## config.mk

```make
export PLATFORM = sky130hd
export DESIGN_NAME = ipbs_bank
export DESIGN_NICKNAME = d
export VERILOG_FILES = /design/src/rtl/ipbs_pkg.sv /design/src/rtl/ipbs_src_gate.sv /design/src/rtl/ipbs_bank.sv
export SDC_FILE = /design/constraint.sdc
export NUM_CORES = 1
export LEC_CHECK = 0
export BUFFER_PORTS_ARGS = -buffer_cell sky130_fd_sc_hd__buf_2
export CAP_MARGIN = 10
export CORE_ASPECT_RATIO = 2
export CORE_MARGIN = 5
export CORE_UTILIZATION = 42
export DETAILED_ROUTE_END_ITERATION = 6
export PLACE_DENSITY = 0.82
export SYNTH_ARGS = -nofsm -noshare
export SYNTH_HDL_FRONTEND = slang
export SYNTH_HIERARCHICAL = 1
export SYNTH_SLANG_ARGS = --single-unit
```

## constraint.sdc

```tcl
create_clock -name core_clk -period 1.8 [get_ports core_clk]
set_input_delay 0.27 -clock core_clk [delete_from_list [all_inputs] [get_ports core_clk]]
set_output_delay 0.27 -clock core_clk [all_outputs]
set_load 0.1 [all_outputs]
```

## src/rtl/ipbs_pkg.sv

```systemverilog
// Constants shared by the interrupt priority bank six register and its source gates
package ipbs_pkg;

  // ****************************************************************
  // Bus and register geometry
  // ****************************************************************
  localparam int DATA_W = 16;
  localparam int ADDR_W = 8;
  localparam logic [7:0] PRIO_CTRL_SIX_OFS = 8'h00;

  // ****************************************************************
  // Field layout
  // ****************************************************************
  localparam int FIELD_W = 3;
  localparam int NUM_SRC = 4;
  localparam int FIELD_STRIDE = 4;
  // Source index: field lsb is index times stride
  localparam int SRC_TIMER5 = 0;
  localparam int SRC_EXT_IRQ2 = 1;
  localparam int SRC_SERIAL2_RX = 2;
  localparam int SRC_SERIAL2_TX = 3;
  localparam int TIMER5_LSB = 0;
  localparam int EXT_IRQ2_LSB = 4;
  localparam int SERIAL2_RX_LSB = 8;
  localparam int SERIAL2_TX_LSB = 12;

  // ****************************************************************
  // Field codes and reset values
  // ****************************************************************
  localparam logic [2:0] PRIO_OFF = 3'h0;
  localparam logic [2:0] PRIO_MIN = 3'h1;
  localparam logic [2:0] PRIO_MAX = 3'h7;
  localparam logic [2:0] PRIO_RESET = 3'h4;
  localparam logic [15:0] IMPL_MASK = 16'h7777;
  localparam logic [15:0] CTRL_RESET = 16'h4444;
  localparam logic [15:0] READ_IDLE = 16'h0000;

endpackage

```

## src/rtl/ipbs_src_gate.sv

```systemverilog
// One interrupt source gate: blocks disabled sources and reports the request level
`timescale 1ns/1ps
module ipbs_src_gate #(
  parameter int FIELD_W = ipbs_pkg::FIELD_W
) (
  input wire logic core_clk, // System clock
  input wire logic rstn, // Synchronous reset, active low
  input wire logic srcFlag, // Event flag of the source
  input wire logic [FIELD_W-1:0] prioField, // Priority field from the register
  output logic srcReq, // Registered interrupt request
  output logic [FIELD_W-1:0] reqLevel // Registered level of the request
);

  logic srcReq_r;
  logic srcReq_nxt;
  logic [FIELD_W-1:0] reqLevel_r;
  logic [FIELD_W-1:0] reqLevel_nxt;

  // ****************************************************************
  // Request gating
  // ****************************************************************
  always_comb begin
    // Code zero disables the source outright
    srcReq_nxt = srcFlag && (prioField != ipbs_pkg::PRIO_OFF);
    // Code is the level itself, 1 lowest, 7 highest
    reqLevel_nxt = srcReq_nxt ? prioField : ipbs_pkg::PRIO_OFF;
  end

  always_ff @(posedge core_clk) begin
    if (!rstn) begin
      srcReq_r <= 1'b0;
      reqLevel_r <= ipbs_pkg::PRIO_OFF;
    end else begin
      srcReq_r <= srcReq_nxt;
      reqLevel_r <= reqLevel_nxt;
    end
  end

  assign srcReq = srcReq_r;
  assign reqLevel = reqLevel_r;

endmodule

```

## src/rtl/ipbs_bank.sv

```systemverilog
// Interrupt priority control register six with per-source request gating
//
// Functional notes
// - Serial2 tx field 14-12, rx field 10-8
// - Ext irq2 field 6-4, timer5 field 2-0
// - Code 111 means level 7, highest
// - Codes map linearly, 001 is level 1
// - Code 000 disables the source, no request
// - Bits 15, 11, 7, 3 read zero
//
// The placing of the registers and the strobed register port were chosen for this implementation.
`timescale 1ns/1ps
module ipbs_bank #(
  parameter int ADDR_W = ipbs_pkg::ADDR_W,
  parameter int DATA_W = ipbs_pkg::DATA_W,
  parameter int NUM_SRC = ipbs_pkg::NUM_SRC,
  parameter int FIELD_W = ipbs_pkg::FIELD_W
) (
  input wire logic core_clk, // System clock, 40 MHz
  input wire logic rstn, // Synchronous reset, active low
  input wire logic [ADDR_W-1:0] regAddr, // Register address
  input wire logic [DATA_W-1:0] regWdata, // Write data
  input wire logic regWrite, // Write strobe
  input wire logic regRead, // Read strobe
  output logic [DATA_W-1:0] regRdata, // Read data, cycle after strobe
  input wire logic [NUM_SRC-1:0] srcFlag, // Source event flags
  output logic [NUM_SRC-1:0] srcReq, // Gated requests
  output logic [NUM_SRC-1:0][FIELD_W-1:0] srcReqLevel, // Level of each request
  output logic [FIELD_W-1:0] serial2_tx_priority, // Serial2 transmitter field
  output logic [FIELD_W-1:0] serial2_rx_priority, // Serial2 receiver field
  output logic [FIELD_W-1:0] ext_irq2_priority, // External irq2 field
  output logic [FIELD_W-1:0] timer5_priority // Timer5 field
);

  logic [DATA_W-1:0] ctrlReg_r;
  logic [DATA_W-1:0] ctrlReg_nxt;
  logic [DATA_W-1:0] rdata_r;
  logic [DATA_W-1:0] rdata_nxt;
  logic addrHit;
  logic [NUM_SRC-1:0][FIELD_W-1:0] prioField;

  // ****************************************************************
  // Address decode and register update
  // ****************************************************************
  assign addrHit = (regAddr == ipbs_pkg::PRIO_CTRL_SIX_OFS);

  always_comb begin
    ctrlReg_nxt = ctrlReg_r;
    rdata_nxt = ipbs_pkg::READ_IDLE;
    if (regWrite && addrHit) begin
      // Gap bits are never stored, so they cannot read back
      ctrlReg_nxt = regWdata & ipbs_pkg::IMPL_MASK;
    end
    if (regRead && addrHit) begin
      rdata_nxt = ctrlReg_r & ipbs_pkg::IMPL_MASK;
    end
  end

  always_ff @(posedge core_clk) begin
    if (!rstn) begin
      ctrlReg_r <= ipbs_pkg::CTRL_RESET;
      rdata_r <= ipbs_pkg::READ_IDLE;
    end else begin
      ctrlReg_r <= ctrlReg_nxt;
      rdata_r <= rdata_nxt;
    end
  end

  assign regRdata = rdata_r;

  // ****************************************************************
  // Field outputs
  // ****************************************************************
  assign serial2_tx_priority = ctrlReg_r[ipbs_pkg::SERIAL2_TX_LSB +: FIELD_W];
  assign serial2_rx_priority = ctrlReg_r[ipbs_pkg::SERIAL2_RX_LSB +: FIELD_W];
  assign ext_irq2_priority = ctrlReg_r[ipbs_pkg::EXT_IRQ2_LSB +: FIELD_W];
  assign timer5_priority = ctrlReg_r[ipbs_pkg::TIMER5_LSB +: FIELD_W];

  // ****************************************************************
  // Per-source gates
  // ****************************************************************
  // Gates add one cycle; an arbiter downstream sees aligned flag and level
  genvar gi;
  generate
    for (gi = 0; gi < NUM_SRC; gi++) begin : g_src
      assign prioField[gi] = ctrlReg_r[gi*ipbs_pkg::FIELD_STRIDE +: FIELD_W];

      ipbs_src_gate #(
        .FIELD_W(FIELD_W)
      ) u_gate (
        .core_clk(core_clk),
        .rstn(rstn),
        .srcFlag(srcFlag[gi]),
        .prioField(prioField[gi]),
        .srcReq(srcReq[gi]),
        .reqLevel(srcReqLevel[gi])
      );

      // ************************************************************
      // Per-source checks
      // ************************************************************
      AST_DISABLED_NO_REQ: assert property (
        @(posedge core_clk) disable iff (!rstn)
        (prioField[gi] == ipbs_pkg::PRIO_OFF) |=> !srcReq[gi] && (srcReqLevel[gi] == ipbs_pkg::PRIO_OFF)
      ) else $error("Disabled source raised a request");

      AST_TOP_LEVEL: assert property (
        @(posedge core_clk) disable iff (!rstn)
        srcFlag[gi] && (prioField[gi] == ipbs_pkg::PRIO_MAX) |=>
          srcReq[gi] && (srcReqLevel[gi] == ipbs_pkg::PRIO_MAX)
      ) else $error("Code 111 did not give level 7");

      AST_LINEAR_LEVEL: assert property (
        @(posedge core_clk) disable iff (!rstn)
        srcFlag[gi] && (prioField[gi] != ipbs_pkg::PRIO_OFF) |=>
          srcReq[gi] && (srcReqLevel[gi] == $past(prioField[gi]))
      ) else $error("Request level differs from field code");

      AST_NO_FLAG_NO_REQ: assert property (
        @(posedge core_clk) disable iff (!rstn)
        !srcFlag[gi] |=> !srcReq[gi]
      ) else $error("Request without source flag");

      AST_MIN_LEVEL: assert property (
        @(posedge core_clk) disable iff (!rstn)
        srcFlag[gi] && (prioField[gi] == ipbs_pkg::PRIO_MIN) |=>
          srcReq[gi] && (srcReqLevel[gi] == ipbs_pkg::PRIO_MIN)
      ) else $error("Code 001 did not give level 1");

      AST_IDLE_LEVEL_ZERO: assert property (
        @(posedge core_clk) disable iff (!rstn)
        !srcReq[gi] |-> (srcReqLevel[gi] == ipbs_pkg::PRIO_OFF)
      ) else $error("Level shown without a request");

      AST_REQ_HAS_LEVEL: assert property (
        @(posedge core_clk) disable iff (!rstn)
        srcReq[gi] |-> (srcReqLevel[gi] != ipbs_pkg::PRIO_OFF)
      ) else $error("Request shown with level zero");
    end
  endgenerate

  // ****************************************************************
  // Register checks
  // ****************************************************************
  AST_RESET_VALUE: assert property (
    @(posedge core_clk)
    !rstn |=> (timer5_priority == ipbs_pkg::PRIO_RESET) && (ext_irq2_priority == ipbs_pkg::PRIO_RESET) &&
      (serial2_rx_priority == ipbs_pkg::PRIO_RESET) && (serial2_tx_priority == ipbs_pkg::PRIO_RESET)
  ) else $error("Fields not at level 4 after reset");

  AST_TX_RX_WRITE: assert property (
    @(posedge core_clk) disable iff (!rstn)
    regWrite && addrHit |=>
      (serial2_tx_priority == $past(regWdata[ipbs_pkg::SERIAL2_TX_LSB +: FIELD_W])) &&
      (serial2_rx_priority == $past(regWdata[ipbs_pkg::SERIAL2_RX_LSB +: FIELD_W]))
  ) else $error("Serial2 fields did not take written value");

  AST_EXT_TMR_WRITE: assert property (
    @(posedge core_clk) disable iff (!rstn)
    regWrite && addrHit |=>
      (ext_irq2_priority == $past(regWdata[ipbs_pkg::EXT_IRQ2_LSB +: FIELD_W])) &&
      (timer5_priority == $past(regWdata[ipbs_pkg::TIMER5_LSB +: FIELD_W]))
  ) else $error("Ext irq2 or timer5 field did not take written value");

  AST_GAP_BITS_ZERO: assert property (
    @(posedge core_clk) disable iff (!rstn)
    ((regRdata & ~ipbs_pkg::IMPL_MASK) == ipbs_pkg::READ_IDLE) &&
      ((ctrlReg_r & ~ipbs_pkg::IMPL_MASK) == ipbs_pkg::READ_IDLE)
  ) else $error("Unimplemented bit is set");

  AST_READ_BACK: assert property (
    @(posedge core_clk) disable iff (!rstn)
    regRead && addrHit && !regWrite ##1 regRead && addrHit |=> regRdata == $past(ctrlReg_r)
  ) else $error("Read data do not match the register");

  AST_WRITE_THEN_READ: assert property (
    @(posedge core_clk) disable iff (!rstn)
    regWrite && addrHit ##1 regRead && addrHit |=>
      regRdata == ($past(regWdata, 2) & ipbs_pkg::IMPL_MASK)
  ) else $error("Write then read did not return masked data");

  AST_MISS_HOLDS: assert property (
    @(posedge core_clk) disable iff (!rstn)
    !(regWrite && addrHit) |=> $stable(ctrlReg_r)
  ) else $error("Register changed without a write");

  AST_IDLE_READ_ZERO: assert property (
    @(posedge core_clk) disable iff (!rstn)
    !(regRead && addrHit) |=> regRdata == ipbs_pkg::READ_IDLE
  ) else $error("Read data outside the answer cycle");

  // ****************************************************************
  // Reset checks
  // ****************************************************************
  // Downstream arbiter must see no stale request straight after reset
  AST_RESET_CLEARS: assert property (
    @(posedge core_clk)
    !rstn |=> (srcReq == '0) && (srcReqLevel == '0) && (regRdata == ipbs_pkg::READ_IDLE)
  ) else $error("Requests or read data not cleared by reset");

  // ****************************************************************
  // Scenario coverage
  // ****************************************************************
  COV_WRITE_READ: cover property (
    @(posedge core_clk) disable iff (!rstn)
    regWrite && addrHit ##1 regRead && addrHit
  );

  COV_DISABLE_SOURCE: cover property (
    @(posedge core_clk) disable iff (!rstn)
    srcFlag[ipbs_pkg::SRC_TIMER5] && (timer5_priority == ipbs_pkg::PRIO_OFF)
  );

  COV_MAX_REQ: cover property (
    @(posedge core_clk) disable iff (!rstn)
    srcReq[ipbs_pkg::SRC_SERIAL2_TX] && (srcReqLevel[ipbs_pkg::SRC_SERIAL2_TX] == ipbs_pkg::PRIO_MAX)
  );

  COV_MIN_REQ: cover property (
    @(posedge core_clk) disable iff (!rstn)
    srcReq[ipbs_pkg::SRC_EXT_IRQ2] && (srcReqLevel[ipbs_pkg::SRC_EXT_IRQ2] == ipbs_pkg::PRIO_MIN)
  );

  COV_RESET_LEVEL_REQ: cover property (
    @(posedge core_clk) disable iff (!rstn)
    srcReq[ipbs_pkg::SRC_SERIAL2_RX] && (srcReqLevel[ipbs_pkg::SRC_SERIAL2_RX] == ipbs_pkg::PRIO_RESET)
  );

endmodule

```

* Word-level counts from Yosys, hierarchy flattened
Index checks and enable logic that the tools add are counted.
** Operators by class
- Reduce and logical (&&, ||, !) cells :: 16
** Operators with widths (count)
- $reduce_bool 3->1 :: 4
- $reduce_and 2->1 :: 5
- $logic_not 8->1 :: 1
- $logic_and 1x1->1 :: 6
** Word-level totals
- Register bits after elaboration :: 44
- Input bits :: 32

* Depth between registers and ports, before layout
- Depth after elaboration :: 3
- Gate-level depth with buffers :: 4
- Depth with buffers taken out :: 3

* By module
Netlist, hierarchy kept.
** By module, submodules not included
- ipbs_bank :: times used 1, cells each 87, area each 904.6 µm², seq. area each 480.5 µm²
- ipbs_src_gate :: times used 4, cells each 8, area each 110.1 µm², seq. area each 80.1 µm²

* Least setup slack after synthesis
No wires, ideal clock.
- Kind :: input to register
- Start point :: input regAddr[1]
- End point :: register ctrlReg_r[12]
- Data arrival time :: 1426 ps
- Setup slack :: 302 ps
- Cell stages on the path :: 4
- Path buffers :: 1
- Path through :: or4_1 nor3_4 buf_12 mux2i_1
** On the way
- Word-level cells in the longest chain between the ends :: 2
** Ends and longest elaborated chain
- from (decl) :: line ipbs_bank.sv:21 : input wire logic [ADDR_W-1:0] regAddr,
- $logic_not 8->1 :: line ipbs_bank.sv:45 : assign addrHit = (regAddr == ipbs_pkg::PRIO_CTRL_SIX_OFS);
- $logic_and 1x1->1 :: line ipbs_bank.sv:50 : if (regWrite && addrHit) begin
- to (signal assigned) :: line ipbs_bank.sv:61 : ctrlReg_r <= ipbs_pkg::CTRL_RESET;
- to (signal assigned) :: line ipbs_bank.sv:64 : ctrlReg_r <= ctrlReg_nxt;
- to (decl) :: line ipbs_bank.sv:35 : logic [DATA_W-1:0] ctrlReg_r;
Every way passes these cells.
A chain may end at the register's enable or synchronous reset.

* Worst setup path after layout
- Start point :: register ctrlReg_r[14]
- End point :: output serial2_tx_priority[2]
** RTL lines
- to (decl) :: line ipbs_bank.sv:29 : output logic [FIELD_W-1:0] serial2_tx_priority,
No word-level cell between the ends.

==> flow_summary_export.csv <==
group,metric,value,unit
status,outcome,"finished clean",
timing,hold_viol,0,
timing,holdWs,0.228,ns
floorplan,fp.dieH,90.0,um
global_routing,grt_pass1_vias,1046,
placement,placedCellCount,215,
clock_tree,clock_sinks,40,
detailed_routing,viasPerCell,4.79,
synth,ys_seq_area_share,59.5,%
clock_tree,cts_setup_buffers,0,
final_layout,nFillCells,291,
power,peakVddDrop,0.414,mV
synth,synth_most_common_cell,"dfxtp_1",
critical_path,cp.required,1.53,ns
critical_path,worstReg2RegEnd,"g_src[2].u_gate/srcReq$_SDFF_PN0_",
critical_path,crit_buf_inv,1,
clock_tree,cts-htree-levels,2,
power,totalPowerFinal,0.00161,W
critical_path,arrival,1.14,ns
clock_tree,clock_latency,0.28,ns
critical_path,rrSetupSlack,1.00,ns
critical_path,startpoint,"ctrlReg_r[14]$_SDFFE_PN1P_",
detailed_routing,num_vias,1064,
global_routing,grt-ovfl-total,0,
final_layout,drive_gt1_share,44.0,%
synth,synth_edf_count,0,
floorplan,io_pins,76,
critical_path,max_stage_delay,0.46,ns
placement,portBuffers,67,
critical_path,cp_top_family,"buffers and inverters",
clock_tree,cts_tree,"yes",
final_layout,seqCellArea,801,um^2
critical_path,crit_end,"serial2_tx_priority[2]",
timing,grt_setup_unrepaired,"no",
synth,post_synth_most_frequent_cells,"dfxtp_1 (40), nand2_1 (17), and2_1 (12), mux2i_1 (12)",
timing,setup_viol,0,
detailed_routing,drc,0,
global_routing,grt_pass1_wl,4640,um
synth,synthArstFlopShare,0,%
hold_path,hold_path.class,"input pin to register",
synth,yosys_warnings,6,
timing,fin_crit,1.41,ns
synth,avgSynthCellArea,11.3,um^2
final_layout,antenna_cells,0,
clock_tree,numCtsBuffers,5,
final_layout,multi_input_area,489,um^2
timing,slew_violations,0,
run,max-cap-violations,0,
clock_tree,clkSlewWorstSetupHoldPaths,0.07,ns
critical_path,cp-end-kind,"output pin",
power,p_leak,0.894,nW
detailed_routing,ant_nets,0,
detailed_routing,drt-total-wl,2830,um
global_routing,grt_use_total,13.2,%
critical_path,cp-start-kind,"register",
critical_path,r2r_start,"ctrlReg_r[9]$_SDFFE_PN0P_",
critical_path,path_cells,"buf_2",
clock_tree,cts_hold_buf,0,
synth,yosys_most_used_dff,"dfxtp_1",
detailed_routing,drt-initial-drc-count,12,
global_routing,antenna_found_initial,0,
final_layout,final-instance-count-excl-fill,222,
timing,fin_crit_sh,78.3,%
final_layout,utilization,57.1,%
detailed_routing,drt_pass1_iterations,4,
synth,yosysUniqueCellTypes,18,
critical_path,worst-path-stages,1,
clock_tree,clk_path_buf_depth,2,
critical_path,critPathMaxFanout,5,
synth,synth_seq_cells,40,
placement,dp_hpwl,2180,um
clock_tree,root_buffer,"clkbuf_8",
final_layout,final_nets,223,
synth,netlist.area_leader.share,59.5,%
synth,yosysTopAreaCell,"dfxtp_1",
floorplan,rows,29,
critical_path,path_class,"register to output pin",
placement,gp_congestion,0.778,
floorplan,core,0.00312,mm^2
global_routing,grt_start_max_net_pins,34,
final_layout,area_delta_synth_final,32.4,%
synth,syn_area,0.00135,mm^2
timing,fmax,0.709,GHz
critical_path,critPathSlowestCell,"buf_2",
timing,final.setup_skew,0.00161,ns
critical_path,ff2ff_path_depth,1,
detailed_routing,wl_per_cell,12.8,um
floorplan,start_util,43.1,%
floorplan,die-area,0.00450,mm^2
synth,yosys-top-cells-area,"dfxtp_1 (60%), mux2i_1 (8.9%), and2_1 (5.6%), nand2_1 (4.7%), and3_1 (3.7%)",
clock_tree,cts_resized,0,
synth,synthCells,119,
timing,fin_tns_setup,0,ns
floorplan,dieWidth,50.0,um
power,power_density,907,mW/mm^2
## layout make-up
type,instances,share of cell area [%]
repair buffers,70,20.8
well taps,31,2.18
flip-flops and latches,40,45.0
clock buffers,6,4.08
inverters,1,0.211
clock inverters,1,0.281
multi-input cells,73,27.5
## cells by family after synthesis
kind of cell	count (synthesis)	share of synthesized area, %
and+or+nand+nor	53	23.3
AOI/OAI and AO/OA	4	2.98
other	1	0.279
buffers and inverters	9	4.93
muxes	12	8.93
DFF	40	59.5
## sequential cells by signal (all words and copies together) (netlist names)
signal and flops:
regRdata 12, g_src.u_gate/srcReq 4, ctrlReg_r 12, g_src.u_gate/reqLevel 12
## metal layers
| layer | wire (um) | up-vias | share of wire, % | global-route usage [%] |
|---|---|---|---|---|
| met3 | 240 | 10 | 8.5 | 3.64 |
| met2 | 1610 | 46 | 57 | 23.5 |
| li1 | - | 530 | - | - |
| met4 | 121 | 0 | 4.3 | 10.3 |
| met1 | 857 | 478 | 30 | 11.5 |
| met5 | 0 | - | 0 | 0 |
## metrics by stage
stage	setup WS, ns	area (um^2)
6_report	0.390	1780
5_1_grt	0.343	1780
4_1_cts	0.376	1780
3_5_place_dp	0.203	1700
3_3_place_gp	0.246	1700
2_1_floorplan	0.302	1360
## how the worst min path moves through the flow
stage	startpoint	to	slack, ns	depth (start not counted)
floorplan	srcFlag[0]	g_src[0].u_gate/srcReq$_SDFF_PN0_	0.40	1
detailed placement	ctrlReg_r[9]$_SDFFE_PN0P_	ctrlReg_r[9]$_SDFFE_PN0P_	0.49	2
global placement	ctrlReg_r[9]$_SDFFE_PN0P_	ctrlReg_r[9]$_SDFFE_PN0P_	0.48	2
CTS	regWdata[5]	ctrlReg_r[5]$_SDFFE_PN0P_	0.22	3
finish	regWdata[5]	ctrlReg_r[5]$_SDFFE_PN0P_	0.23	3
global route	regWdata[5]	ctrlReg_r[5]$_SDFFE_PN0P_	0.23	3
## where the power goes
part,total (W),switching (W),internal (W)
clock,0.000531,0.000268,0.000263
sequential,0.000897,0.00000220,0.000895
combinational,0.000187,0.000145,0.0000420
total,0.00161,0.000415,0.00120
## cell usage in the layout, fill, tap and decap left out, drive strengths merged
| cell type | netlist | layout |
|---|---|---|
| dfxtp | 40 | 40 |
| conb | 1 | 4 |
| buf | 6 | 70 |
| nor2b | 8 | 8 |
| or4 | 2 | 2 |
| nor3 | 2 | 2 |
| nand2 | 17 | 17 |
| o311a | 4 | 4 |
| clkbuf | 2 | 6 |
| inv | 1 | 1 |
| clkinv | 0 | 1 |
| and3 | 12 | 12 |
| mux2i | 12 | 12 |
| and2 | 12 | 12 |
Note: power is estimated with default switching activity, not from simulation.
